`config.mk`:
```
export PLATFORM = sky130hd
export DESIGN_NAME = pes_select
export DESIGN_NICKNAME = d
export VERILOG_FILES = /design/src/pes_pkg.sv /design/src/pes_pin_mux.sv /design/src/pes_select.sv
export SDC_FILE = /design/constraint.sdc
export NUM_CORES = 1
export LEC_CHECK = 0
export ABC_CLOCK_PERIOD_IN_PS = 3100
export BUFFER_PORTS_ARGS = -buffer_cell sky130_fd_sc_hd__buf_4
export CAP_MARGIN = 10
export CORE_MARGIN = 3
export CORE_UTILIZATION = 53
export CTS_BUF_LIST = sky130_fd_sc_hd__clkbuf_4
export DETAILED_ROUTE_END_ITERATION = 12
export PLACE_DENSITY_LB_ADDON = 0.3
export SYNTH_ARGS = -nofsm -noshare
export SYNTH_HDL_FRONTEND = slang
export SYNTH_SLANG_ARGS = --single-unit
```
`constraint.sdc`:
```
create_clock -name CORE_CLK_I -period 3.1 [get_ports CORE_CLK_I]
set_input_delay 0.62 -clock CORE_CLK_I [delete_from_list [all_inputs] [get_ports CORE_CLK_I]]
set_output_delay 0.62 -clock CORE_CLK_I [all_outputs]
set_load 0.01 [all_outputs]
```
`src/pes_pkg.sv`:
```
// shared constants for the port e upper pin function select block
package pes_pkg;
   localparam int unsigned PIN_COUNT = 6;
   localparam int unsigned FIELD_W = 2;
   localparam int unsigned REG_W = 16;
   localparam int unsigned ADDR_W = 4;
   // register byte offsets
   localparam logic [ADDR_W-1:0] OFS_SELECT = 4'h0;
   localparam logic [ADDR_W-1:0] OFS_DIRECTION = 4'h4;
   localparam logic [ADDR_W-1:0] OFS_PIN_STATE = 4'h8;
   // writable bit masks, reserved bits stay zero
   localparam logic [REG_W-1:0] SELECT_MASK = 16'h0FFF;
   localparam logic [REG_W-1:0] DIRECTION_MASK = 16'h003F;
   // reset values
   localparam logic [REG_W-1:0] SELECT_RESET = 16'h0000;
   localparam logic [REG_W-1:0] DIRECTION_RESET = 16'h0000;
   // field codes
   localparam logic [1:0] SEL_PORT = 2'h0;
   localparam logic [1:0] SEL_PWM = 2'h1;
   localparam logic [1:0] SEL_TRIGGER = 2'h2;
   // axi responses
   localparam logic [1:0] RESP_OKAY = 2'h0;
   localparam logic [1:0] RESP_SLVERR = 2'h2;
endpackage : pes_pkg

```
`src/pes_pin_mux.sv`:
```
// per-pin output mux and driver enable for the upper port e pins
`timescale 1ns/1ns
`default_nettype none
module pes_pin_mux (
   input wire logic [1:0] sel_i,
   input wire logic dir_i,
   input wire logic port_data_i,
   input wire logic pwm_i,
   input wire logic trig_i,
   input wire logic trig_allowed_i,
   output logic out_o,
   output logic oe_o
);
   import pes_pkg::*;

   // peripheral selection overrides direction bit
   always_comb begin
      out_o = 1'b0;
      oe_o = 1'b0;
      case (sel_i)
         SEL_PORT: begin
            out_o = port_data_i;
            oe_o = dir_i;
         end
         SEL_PWM: begin
            out_o = pwm_i;
            oe_o = 1'b1;
         end
         SEL_TRIGGER: begin
            // prohibited code elsewhere leaves pin released
            out_o = trig_allowed_i & trig_i;
            oe_o = trig_allowed_i;
         end
         default: begin
            out_o = 1'b0;
            oe_o = 1'b0;
         end
      endcase
   end
endmodule : pes_pin_mux
`default_nettype wire

```
`src/pes_select.sv`:
```
// port e upper pin function select register with axi4-lite access
// Operation
// - 16-bit read/write select fields route pins
// - bits 15:12 read zero, write zero
// - bits 11:10 pin 21: port or w-neg
// - bits 9:8 pin 20: port or v-neg
// - bits 7:6 pin 19: port or u-neg
// - bits 5:4 pin 18: port or w-pos
// - bits 3:2 pin 17: port or v-pos
// - bits 1:0 pin 16: port/u-pos/trigger
// - all fields reset to port mode
// - direction acts only in port mode
// - direction one output, zero input
`timescale 1ns/1ns
`default_nettype none
module pes_select (
   input wire logic CORE_CLK_I,
   input wire logic RST_I,
   input wire logic [pes_pkg::ADDR_W-1:0] AWADDR_I,
   input wire logic AWVALID_I,
   output logic AWREADY_O,
   input wire logic [31:0] WDATA_I,
   input wire logic [3:0] WSTRB_I,
   input wire logic WVALID_I,
   output logic WREADY_O,
   output logic [1:0] BRESP_O,
   output logic BVALID_O,
   input wire logic BREADY_I,
   input wire logic [pes_pkg::ADDR_W-1:0] ARADDR_I,
   input wire logic ARVALID_I,
   output logic ARREADY_O,
   output logic [31:0] RDATA_O,
   output logic [1:0] RRESP_O,
   output logic RVALID_O,
   input wire logic RREADY_I,
   input wire logic [pes_pkg::PIN_COUNT-1:0] PORT_DATA_I,
   input wire logic [pes_pkg::PIN_COUNT-1:0] PIN_IN_I,
   input wire logic U_PHASE_POS_PWM_I,
   input wire logic V_PHASE_POS_PWM_I,
   input wire logic W_PHASE_POS_PWM_I,
   input wire logic U_PHASE_NEG_PWM_I,
   input wire logic V_PHASE_NEG_PWM_I,
   input wire logic W_PHASE_NEG_PWM_I,
   input wire logic BREAK_TRIGGER_OUT_I,
   output logic [pes_pkg::PIN_COUNT-1:0] PIN_OUT_O,
   output logic [pes_pkg::PIN_COUNT-1:0] PIN_OE_O
);
   import pes_pkg::*;

   // registers behind the bus; prohibited codes are stored as written
   logic [REG_W-1:0] select_q;
   logic [REG_W-1:0] direction_q;
   logic aw_held_q;
   logic w_held_q;
   logic [ADDR_W-1:0] awaddr_q;
   logic [31:0] wdata_q;
   logic [3:0] wstrb_q;
   logic bvalid_q;
   logic [1:0] bresp_q;
   logic rvalid_q;
   logic [1:0] rresp_q;
   logic [31:0] rdata_q;
   // pin side: sync stages and timer routing
   logic [PIN_COUNT-1:0] pin_meta_q;
   logic [PIN_COUNT-1:0] pin_sync_q;
   logic [PIN_COUNT-1:0] pwm_vec;
   logic do_write;

   // merge byte lanes of the low half, keeping reserved bits clear
   // lanes 2 and 3 hold no register bits, so they are dropped
   function automatic logic [REG_W-1:0] merge_lanes(
      input logic [REG_W-1:0] old_v,
      input logic [31:0] new_v,
      input logic [3:0] strb,
      input logic [REG_W-1:0] mask
   );
      logic [REG_W-1:0] res;
      res = old_v;
      if (strb[0]) begin
         res[7:0] = new_v[7:0];
      end
      if (strb[1]) begin
         res[15:8] = new_v[15:8];
      end
      return res & mask;
   endfunction : merge_lanes

   // address, data held until both are in, one write at a time
   // holding each channel lets the master offer them in either order
   assign AWREADY_O = ~aw_held_q & ~bvalid_q;
   assign WREADY_O = ~w_held_q & ~bvalid_q;
   assign do_write = aw_held_q & w_held_q & ~bvalid_q;

   always_ff @(posedge CORE_CLK_I or posedge RST_I) begin
      if (RST_I) begin
         aw_held_q <= 1'b0;
         awaddr_q <= 4'h0;
      end else if (AWVALID_I && AWREADY_O) begin
         aw_held_q <= 1'b1;
         awaddr_q <= AWADDR_I;
      end else if (do_write) begin
         aw_held_q <= 1'b0;
      end
   end

   always_ff @(posedge CORE_CLK_I or posedge RST_I) begin
      if (RST_I) begin
         w_held_q <= 1'b0;
         wdata_q <= 32'h0000_0000;
         wstrb_q <= 4'h0;
      end else if (WVALID_I && WREADY_O) begin
         w_held_q <= 1'b1;
         wdata_q <= WDATA_I;
         wstrb_q <= WSTRB_I;
      end else if (do_write) begin
         w_held_q <= 1'b0;
      end
   end

   // every field 00 leaves all six pins as port pins
   // reset to port mode
   always_ff @(posedge CORE_CLK_I or posedge RST_I) begin
      if (RST_I) begin
         select_q <= SELECT_RESET;
      end else if (do_write && awaddr_q == OFS_SELECT) begin
         select_q <= merge_lanes(select_q, wdata_q, wstrb_q, SELECT_MASK);
      end
   end

   // direction bits for pins 16 to 21
   // upper ten bits are reserved and always read zero
   always_ff @(posedge CORE_CLK_I or posedge RST_I) begin
      if (RST_I) begin
         direction_q <= DIRECTION_RESET;
      end else if (do_write && awaddr_q == OFS_DIRECTION) begin
         direction_q <= merge_lanes(direction_q, wdata_q, wstrb_q,
            DIRECTION_MASK);
      end
   end

   // write response; unmapped or read-only offsets answer slverr
   // a refused write leaves every register as it was
   always_ff @(posedge CORE_CLK_I or posedge RST_I) begin
      if (RST_I) begin
         bvalid_q <= 1'b0;
         bresp_q <= RESP_OKAY;
      end else if (do_write) begin
         bvalid_q <= 1'b1;
         bresp_q <= (awaddr_q == OFS_SELECT || awaddr_q == OFS_DIRECTION)
            ? RESP_OKAY : RESP_SLVERR;
      end else if (BREADY_I) begin
         bvalid_q <= 1'b0;
      end
   end
   assign BVALID_O = bvalid_q;
   assign BRESP_O = bresp_q;

   // read channel, one read outstanding
   // answer one edge after the address is taken, held until rready
   assign ARREADY_O = ~rvalid_q;
   always_ff @(posedge CORE_CLK_I or posedge RST_I) begin
      if (RST_I) begin
         rvalid_q <= 1'b0;
         rresp_q <= RESP_OKAY;
         rdata_q <= 32'h0000_0000;
      end else if (ARVALID_I && ARREADY_O) begin
         rvalid_q <= 1'b1;
         rresp_q <= RESP_OKAY;
         case (ARADDR_I)
            OFS_SELECT: rdata_q <= {16'h0000, select_q & SELECT_MASK};
            OFS_DIRECTION: rdata_q <= {16'h0000, direction_q};
            OFS_PIN_STATE: rdata_q <= {26'h0000000, pin_sync_q};
            default: begin
               rdata_q <= 32'h0000_0000;
               rresp_q <= RESP_SLVERR;
            end
         endcase
      end else if (RREADY_I) begin
         rvalid_q <= 1'b0;
      end
   end
   assign RVALID_O = rvalid_q;
   assign RDATA_O = rdata_q;
   assign RRESP_O = rresp_q;

   // pin levels come from outside; two stages before software sees them
   // only the second stage is read, the first may still be settling
   always_ff @(posedge CORE_CLK_I or posedge RST_I) begin
      if (RST_I) begin
         pin_meta_q <= 6'h00;
         pin_sync_q <= 6'h00;
      end else begin
         pin_meta_q <= PIN_IN_I;
         pin_sync_q <= pin_meta_q;
      end
   end

   // timer outputs share this clock, so no sync stage is spent on them
   // pwm source per pin, 16 first
   assign pwm_vec = {W_PHASE_NEG_PWM_I, V_PHASE_NEG_PWM_I,
      U_PHASE_NEG_PWM_I, W_PHASE_POS_PWM_I, V_PHASE_POS_PWM_I,
      U_PHASE_POS_PWM_I};

   // only pin 16 has a trigger route; the mux releases the others
   // codes 10 and 11 on pins 17-21 release the pin
   for (genvar p = 0; p < PIN_COUNT; p++) begin : g_pin
      pes_pin_mux u_mux (
         .sel_i(select_q[FIELD_W*p +: FIELD_W]),
         .dir_i(direction_q[p]),
         .port_data_i(PORT_DATA_I[p]),
         .pwm_i(pwm_vec[p]),
         .trig_i(BREAK_TRIGGER_OUT_I),
         .trig_allowed_i(p == 0),
         .out_o(PIN_OUT_O[p]),
         .oe_o(PIN_OE_O[p])
      );
   end
endmodule : pes_select
`default_nettype wire

```
==> flow_metrics.env, run 1 <==
export IMPL_cts_buffers=9
export IMPL_period_share=0.732
export IMPL_rsz0062_at_grt="no"
export IMPL_diodes=0
export IMPL_yosysWarnings=0
export IMPL_drtIter0Drc=107
export IMPL_grt_ovfl_total=0
export IMPL_hold_path_class="in2async"
export IMPL_drt_first_pass_iters=5
export IMPL_drv_slew=0
export IMPL_clk_path_buf_depth=2
export IMPL_io_buffer_count=78
export IMPL_setup_violations=0
export IMPL_cap_viol_max_count=0
export IMPL_syn_avg_cell_area_sq_um=12.4
export IMPL_synth_edf_count=0
export IMPL_synth_seq_cells=66
export IMPL_vias=1873
export IMPL_regArea_sq_um=1650
export IMPL_ant_nets=0
export IMPL_dp_slack_ns=0.966
export IMPL_crit_type="reg2out"
export IMPL_hold_viol=0
export IMPL_crit_fanout=5
export IMPL_die_height_microns=80.6
export IMPL_globalplace_congestion=0.737
export IMPL_ir_worst_vdd_mv=0.558
export IMPL_netlist_area_leader_share=0.561
export IMPL_antenna_found_initial=0
export IMPL_drive_gt1_frac=0.424
export IMPL_wl_per_cell_microns=14.2
export IMPL_nets=382
export IMPL_path_clk_slew_ns=0.09
export IMPL_synth_xor_xnor_area_share=0
export IMPL_crit_chain="inv_1 > ha_1 > a222oi_1 > nor2_1 > buf_4"
export IMPL_worst_pin_slew_ns=0.959
export IMPL_reg2reg_from="RVALID_O"
export IMPL_critPathBufInv=2
export IMPL_yosysSeqAreaShare=0.561
export IMPL_cts_hold_buffers=0
export IMPL_post_cts_buffers=0
export IMPL_cts_tree="done"
export IMPL_synth_simple_area_share=0.0841
export IMPL_synth_mux_area_frac=0.166
export IMPL_hpwl_mm=4.04
export IMPL_via_per_inst=4.94
export IMPL_initial_core_util=0.563
export IMPL_wl_mm=5.37
export IMPL_clock_sinks=66
export IMPL_post_route_util=0.667
export IMPL_critPathArrivalTime_ns=1.65
export IMPL_ios=123
export IMPL_fillers=432
export IMPL_ys_async_sr_fraction=1.00
export IMPL_cts_root_buffer="clkbuf_4"
export IMPL_rrSetupSlack_ns=1.33
export IMPL_synth_flop_cell="dfrtp_1"
export IMPL_grt_pass1_wl_mm=8.87
export IMPL_slowest_delay_ns=0.45
export IMPL_grt_use_total=0.181
export IMPL_critPathLaunchType="flop"
export IMPL_fin_crit_ns=2.27
export IMPL_synth_compound_gate_area_share=0.0611
export IMPL_multi_input_area_sq_um=1050
export IMPL_synth_cell_types=30
export IMPL_fin_worst_skew_ns=0.00669
export IMPL_grt_pass1_vias=1888
export IMPL_cp_required_ns=2.48
export IMPL_syn_area_sq_um=2950
export IMPL_p_leak_nw=1.73
export IMPL_cts_max_level=3
export IMPL_synth_top_cells_by_area="dfrtp_1, mux2_2, buf_4"
export IMPL_grt_start_max_net_pins=55
export IMPL_crit_family="flip-flops"
export IMPL_endpoint_kind="output port"
export IMPL_dieArea_sq_um=6490
export IMPL_area_delta_synth_final_pct=18.6
export IMPL_synth_area_leader_cell="dfrtp_1"
export IMPL_die_w_microns=80.6
export IMPL_coreArea_sq_um=5240
export IMPL_status="finished, final reports clean"
export IMPL_setup_tns_ns=0
export IMPL_rows=26
export IMPL_synth_common_cells="dfrtp_1, buf_4, mux2_2"
export IMPL_syn_inst=238
export IMPL_ctsResizeCount=0
export IMPL_yosysMostFrequentCell="dfrtp_1"
export IMPL_max_freq_mhz=441
export IMPL_crit_slowest_cell="dfrtp_1"
export IMPL_fin_ws_ns=0.831
export IMPL_r2r_end="RRESP_O[1]"
export IMPL_synthAdderAreaFrac=0.0170
export IMPL_synth_top_family_by_area="multiplexers"
export IMPL_powerDensity_nw_per_um2=728
export IMPL_clk_latency_ns=0.39
export IMPL_relSlewSlack=0.355
export IMPL_route_detailed_drc=0
export IMPL_worstRegToRegCells=3
[how the worst max path moves through the flow]
stage	from	end	slack [ns]	cells after the start
after global routing	select_q[1]	PIN_OUT_O[0]	0.71	5
after global placement	ARADDR_I[1]	RDATA_O[1]	1.01	4
after floorplan	RST_I	BRESP_O[1]	0.83	1
final	select_q[1]	PIN_OUT_O[0]	0.83	5
after CTS	select_q[1]	PIN_OUT_O[0]	0.84	5
after detailed placement	ARADDR_I[1]	RDATA_O[3]	0.97	4
[layout by cell type (no fill, tap or decap), drive strengths merged, types with 2 or more instances in the layout]
| cell | count |
|---|---|
| mux2 | 36 |
| nor2 | 22 |
| nand4b | 2 |
| mux2i | 6 |
| nor2b | 2 |
| nand2 | 18 |
| o21ai | 13 |
| and2 | 2 |
| dfrtp | 66 |
| buf | 79 |
| a222oi | 6 |
| ha | 4 |
| clkbuf | 10 |
| conb | 22 |
| clkinv | 2 |
| a21oi | 4 |
| inv | 6 |
[power by group]
group | switching (mW) | internal [mW]
Clock | 0.258 | 0.153
Sequential | 0.215 | 1.10
Combinational | 0.337 | 0.478
Total | 0.810 | 1.74
[logic make-up (layout without fill, tap and decap cells)]
group,Yosys count,in the layout
adder cells (fa/ha/maj),4,4
buffers and inverters,47,97
flip-flops,66,66
other,1,22
AND/OR/NAND/NOR,51,51
AO/OA/AOI/OAI,27,27
multiplexers,42,42
[layout make-up]
type | instances | area share
flip-flops and latches | 66 | 0.473
multi-input cells | 146 | 0.302
repair buffers | 79 | 0.170
well taps | 70 | 0.0251
clock buffers | 10 | 0.0215
inverters | 6 | 0.00645
clock inverters | 2 | 0.00251
[layer usage]
metal,track usage,share of wire
met1,0.227,0.41
met4,0.0709,0.016
met5,0,0
met2,0.289,0.48
met3,0.0617,0.089
[per-stage QoR]
stage                     cells  area [sq um]  hold slack (ns)  power (mW)
after CTS                   379          3490            0.159        2.58
final                       379          3490            0.160        2.54
after floorplan             259          3030            0.331        1.95
after global placement      367          3410            0.334        2.12
after detailed placement    367          3410            0.336        2.16
after global routing        379          3490            0.155        2.73
[flip-flops by register name (all words and copies together), names as in the netlist]
signal       cells
BRESP_O          1
BVALID_O         1
RDATA_O         12
RRESP_O          1
RVALID_O         1
aw_held_q        1
awaddr_q         4
direction_q      6
pin_meta_q       6
pin_sync_q       6
select_q        12
w_held_q         1
wdata_q         12
wstrb_q          2
Power figures use the tool's default switching activity.
==> run 2, diff against run 1 <==
Settings changed: ABC_CLOCK_PERIOD_IN_PS 3100 to 2100, CORE_UTILIZATION 53 to 49.
Clock period 3.1 ns to 2.1 ns, I/O delays scaled along.
==> flow_metrics.env, run 2 (synthesis results as in run 1) <==
export IMPL_drv_slew=0
export IMPL_cts_root_buffer="clkbuf_4"
export IMPL_nets=387
export IMPL_rows=27
export IMPL_cts_max_level=3
export IMPL_cap_viol_max_count=0
export IMPL_ir_worst_vdd_mv=0.666
export IMPL_critPathLaunchType="flop"
export IMPL_fin_ws_ns=0.0671
export IMPL_endpoint_kind="output port"
export IMPL_ant_nets=0
export IMPL_placed_cells=372
export IMPL_path_clk_slew_ns=0.09
export IMPL_fin_worst_skew_ns=0.00709
export IMPL_post_route_util=0.629
export IMPL_via_per_inst=4.84
export IMPL_fin_crit_ns=2.03
export IMPL_area_delta_synth_final_pct=21.1
export IMPL_hold_viol=0
export IMPL_initial_core_util=0.519
export IMPL_clk_latency_ns=0.39
export IMPL_antenna_found_initial=0
export IMPL_dp_slack_ns=0.443
export IMPL_grt_pass1_wl_mm=8.85
export IMPL_setup_violations=0
export IMPL_dieArea_sq_um=6980
export IMPL_drtIter0Drc=117
export IMPL_coreArea_sq_um=5680
export IMPL_cts_tree="done"
export IMPL_wl_per_cell_microns=14.1
export IMPL_max_freq_mhz=492
export IMPL_ios=123
export IMPL_grt_use_total=0.160
export IMPL_drt_first_pass_iters=4
export IMPL_crit_type="reg2out"
export IMPL_cts_hold_buffers=0
export IMPL_hold_path_class="in2async"
export IMPL_fillers=491
export IMPL_status="finished, final reports clean"
export IMPL_die_height_microns=83.5
export IMPL_clock_sinks=66
export IMPL_drive_gt1_frac=0.453
export IMPL_rsz0062_at_grt="yes"
export IMPL_crit_fanout=4
export IMPL_fin_cells=388
export IMPL_powerDensity_nw_per_um2=1080
export IMPL_hpwl_mm=4.10
export IMPL_grt_pass1_vias=1887
export IMPL_diodes=0
export IMPL_cts_buffers=9
export IMPL_final_cell_mix="buf_4, dfrtp_1, mux2_2, nor2_1, conb_1"
export IMPL_grt_start_max_net_pins=47
export IMPL_die_w_microns=83.5
export IMPL_p_leak_nw=1.77
export IMPL_route_detailed_drc=0
export IMPL_cp_required_ns=1.68
export IMPL_clk_path_buf_depth=2
export IMPL_critPathArrivalTime_ns=1.61
export IMPL_vias=1877
export IMPL_io_buffer_count=78
export IMPL_wl_mm=5.47
export IMPL_period_share=0.968
export IMPL_placed_area_sq_um=3450
export IMPL_grt_ovfl_total=0
export IMPL_postLayoutCellArea_sq_um=3570
export IMPL_globalplace_congestion=0.721
export IMPL_final_common_cell="buf_4"
-- run 2: cell count changes in the layout (fill, tap and decap cells not counted), moves of 2 or more --
cell | previous run | this run
ha_2 | 0 | 2
buf_4 | 79 | 83
ha_1 | 4 | 2
clkbuf_4 | 10 | 13
inv_2 | 1 | 3
inv_1 | 5 | 3
-- run 2: per-stage QoR --
step                hold WS [ns]  TNS [ns]  power [mW]
floorplan                  0.331         0        2.88
global placement           0.334         0        3.15
detailed placement         0.335         0        3.21
CTS                       0.0347         0        3.87
global route              0.0333   -0.0825        4.12
finish                    0.0396         0        3.86
-- run 2: worst max-delay path, stage by stage, from the launching register on --
cell and delay (ns):
dfrtp_1 0.42, inv_2 0.06, ha_2 0.17, a222oi_1 0.34
nor2_1 0.09, buf_4 0.15
-- run 2: metal layers --
layer / wire length (microns) / track usage / part of all wire
met5: 0 / 0 / 0
met4: 49 / 0.0570 / 0.0090
met3: 433 / 0.0543 / 0.079
met2: 2570 / 0.250 / 0.47
met1: 2420 / 0.210 / 0.44
-- run 2: where the power goes --
group | total [mW] | leakage (nW) | internal (mW) | switching (mW)
Combinational | 1.25 | 0.882 | 0.734 | 0.514
Sequential | 1.93 | 0.825 | 1.63 | 0.302
Clock | 0.675 | 0.0614 | 0.282 | 0.392
-- run 2: worst paths after layout --
| path | slack, ns | from | endpoint | depth (start not counted) |
|---|---|---|---|---|
| setup reg to reg | 0.45 | BVALID_O | select_q[1] | 3 |
| setup / recovery | 0.07 | select_q[0] | PIN_OUT_O[0] | 5 |
| min in group CORE_CLK_I | 0.13 | PIN_IN_I[4] | pin_meta_q[4] | 1 |
| hold reg to reg | 0.35 | pin_meta_q[2] | pin_sync_q[2] | 0 |
| max in group asynchronous | 1.46 | RST_I | select_q[1] | 3 |
| hold / removal | 0.04 | RST_I | pin_meta_q[4] | 2 |
-- run 2: layout make-up --
type / count / area, sq um / share of cell area
timing repair buffer: 84 / 643 / 0.180
inverter: 6 / 22.5 / 0.00631
tap: 72 / 90.1 / 0.0252
clock buffer: 13 / 97.6 / 0.0273
sequential: 66 / 1650 / 0.463
multi-input combinational: 146 / 1060 / 0.297
clock inverter: 1 / 3.75 / 0.00105
-- run 2: timing repair --
action                                  4_1_cts  5_1_grt
buffers inserted                              0        2
gates resized for setup                       0        5
endpoints found under the setup margin        0        1
==> run 3, diff against run 2 <==
Settings changed: ABC_AREA set to 1, CAP_MARGIN 10 to 30, CORE_UTILIZATION 49 to 50.
==> flow_metrics.env, run 3 <==
export IMPL_crit_type="reg2out"
export IMPL_slowest_delay_ns=0.46
export IMPL_ios=123
export IMPL_final_common_cell="nand2_1"
export IMPL_setup_violations=0
export IMPL_ctsResizeCount=0
export IMPL_cts_tree="done"
export IMPL_via_per_inst=4.87
export IMPL_relSlewSlack=0.616
export IMPL_yosysMostFrequentCell="nand2_1"
export IMPL_antenna_found_initial=0
export IMPL_vias=2445
export IMPL_grt_ovfl_total=0
export IMPL_grt_use_total=0.180
export IMPL_use_met2=0.273
export IMPL_critPathArrivalTime_ns=1.56
export IMPL_internal_power_mw=2.40
export IMPL_cts_buffers=9
export IMPL_synth_area_leader_cell="dfrtp_1"
export IMPL_yosysWarnings=0
export IMPL_dp_slack_ns=0.551
export IMPL_rows=27
export IMPL_yosysSeqAreaShare=0.541
export IMPL_area_delta_synth_final_pct=19.7
export IMPL_status="finished, final reports clean"
export IMPL_hold_path_class="in2async"
export IMPL_synth_flop_cell="dfrtp_1"
export IMPL_busiest_layer="met2"
export IMPL_p_sw_frac=0.374
export IMPL_nets=499
export IMPL_finalPower_mw=3.83
export IMPL_diodes=0
export IMPL_globalplace_congestion=0.801
export IMPL_grt_pass1_vias=2279
export IMPL_powerDensity_nw_per_um2=1050
export IMPL_drtIter0Drc=104
export IMPL_cp_required_ns=1.68
export IMPL_route_detailed_drc=0
export IMPL_drt_first_pass_iters=4
export IMPL_fin_crit_ns=1.98
export IMPL_hpwl_mm=4.62
export IMPL_synth_top_cells_by_area="dfrtp_1, nand2_1, nand3_1"
export IMPL_worst_pin_slew_ns=0.575
export IMPL_crit_chain="inv_1 > ha_1 > nand2_1 > a31o_2 > inv_1 > buf_4"
export IMPL_ir_worst_vdd_mv=0.675
export IMPL_p_sw_mw=1.43
export IMPL_wl_mm=6.08
export IMPL_cts_root_buffer="clkbuf_4"
export IMPL_post_cts_buffers=0
export IMPL_regArea_sq_um=1650
export IMPL_seqPwrFrac=0.504
export IMPL_grt_start_max_net_pins=41
export IMPL_pwr_share_clk=0.177
export IMPL_fillers=482
export IMPL_endpoint_kind="output port"
export IMPL_clk_latency_ns=0.41
export IMPL_cts_max_level=3
export IMPL_dieArea_sq_um=7080
export IMPL_rsz0062_at_grt="no"
export IMPL_setup_tns_ns=0
export IMPL_synth_edf_count=0
export IMPL_period_share=0.942
export IMPL_coreArea_sq_um=5710
export IMPL_max_freq_mhz=506
export IMPL_cap_viol_max_count=0
export IMPL_drive_gt1_frac=0.237
export IMPL_syn_avg_cell_area_sq_um=8.60
export IMPL_clk_path_buf_depth=2
export IMPL_die_w_microns=84.2
export IMPL_netlist_area_leader_share=0.541
export IMPL_fin_cells=502
export IMPL_path_clk_slew_ns=0.11
export IMPL_ant_nets=0
export IMPL_syn_area_sq_um=3050
export IMPL_clock_sinks=66
export IMPL_synth_seq_cells=66
export IMPL_power_frac_comb=0.319
export IMPL_rrSetupSlack_ns=0.52
export IMPL_fin_ws_ns=0.122
export IMPL_die_height_microns=84.2
export IMPL_ys_async_sr_fraction=1.00
export IMPL_syn_inst=355
export IMPL_crit_slowest_cell="dfrtp_1"
export IMPL_fin_worst_skew_ns=0.0142
export IMPL_grt_pass1_wl_mm=10.4
export IMPL_cpMostUsedCell="inv_1"
export IMPL_multi_input_area_sq_um=1100
export IMPL_critPathLaunchType="flop"
export IMPL_placed_cells=486
export IMPL_io_buffer_count=78
export IMPL_drv_slew=0
export IMPL_final_cell_mix="nand2_1, buf_4, dfrtp_1, nand3_1, nor2_1"
export IMPL_p_leak_nw=2.00
export IMPL_grt_util_met3=0.0589
export IMPL_met1_usage=0.245
export IMPL_hold_viol=0
export IMPL_initial_core_util=0.535
export IMPL_cts_hold_buffers=0
export IMPL_crit_fanout=5
export IMPL_synth_common_cells="nand2_1, dfrtp_1, nand3_1"
export IMPL_synth_cell_types=21
export IMPL_wl_per_cell_microns=12.1
run 3: changes by cell type after synthesis, moves of 3 or more:
cell      before  now
a222oi_1       6    0
a211oi_1       0    5
inv_1          6   19
mux2_4         6    0
buf_2          2    7
nand3_1        0   58
mux2_2        30    0
mux2i_1        6    0
nand2_1       18  109
o21ai_0       13   10
nor2_1        22   26
run 3: metal layers:
metal | share of wire | up-vias | wire, microns
li1 | - | 1229 | -
met1 | 0.43 | 1118 | 2630
met2 | 0.47 | 91 | 2890
met3 | 0.085 | 7 | 514
met4 | 0.0087 | 0 | 53
met5 | 0 | - | 0
run 3: critical path: cells and delay by family (launching register included):
kind	cells	cell delay [ns]
compound gates	1	0.22
fa+ha+maj	1	0.17
buf+inv	3	0.26
flops	1	0.46
simple gates	1	0.05
run 3: cell type report:
class                   instances  share of cell area
flip-flops and latches         66               0.452
multi-input cells             247               0.302
repair buffers                 82               0.172
well taps                      72              0.0246
clock buffers                  10              0.0205
inverters                      19              0.0195
clock inverters                 6             0.00924
run 3: per-stage QoR:
step | area [sq um] | utilization | hold WS (ns)
2_1_floorplan | 3130 | - | 0.331
3_3_place_gp | 3550 | 0.621 | 0.334
3_5_place_dp | 3550 | 0.621 | 0.337
4_1_cts | 3650 | 0.640 | 0.0561
5_1_grt | 3650 | 0.640 | 0.0771
6_report | 3650 | 0.640 | 0.0582
run 3: logic make-up (layout without fill, tap and decap cells):
kind of cell | count (synthesis) | after routing | share of synthesized area
other | 1 | 22 | 0.00123
buffers and inverters | 63 | 117 | 0.123
AO/OA/AOI/OAI | 21 | 21 | 0.0406
flip-flops | 66 | 66 | 0.541
AND/OR/NAND/NOR | 200 | 200 | 0.278
adder cells (fa/ha/maj) | 4 | 4 | 0.0164
run 3: worst paths after layout:
| kind | startpoint | to | depth (start not counted) |
|---|---|---|---|
| max in group asynchronous | RST_I | pin_sync_q[1] | 3 |
| max reg2reg | BVALID_O | select_q[6] | 6 |
| min in group CORE_CLK_I | PIN_IN_I[0] | pin_meta_q[0] | 1 |
| min reg2reg | pin_meta_q[5] | pin_sync_q[5] | 0 |
| max | select_q[1] | PIN_OUT_O[0] | 6 |
| min | RST_I | wstrb_q[1] | 2 |
run 3: power groups by stage:
stage          clock [mW]  sequential, mW  combinational, mW
3_3_place_gp            0            1.94               1.20
5_1_grt             0.748            1.98               1.39
2_1_floorplan           0            1.85              0.961
6_report            0.677            1.93               1.22
3_5_place_dp            0            1.95               1.24
4_1_cts             0.698            1.93               1.24
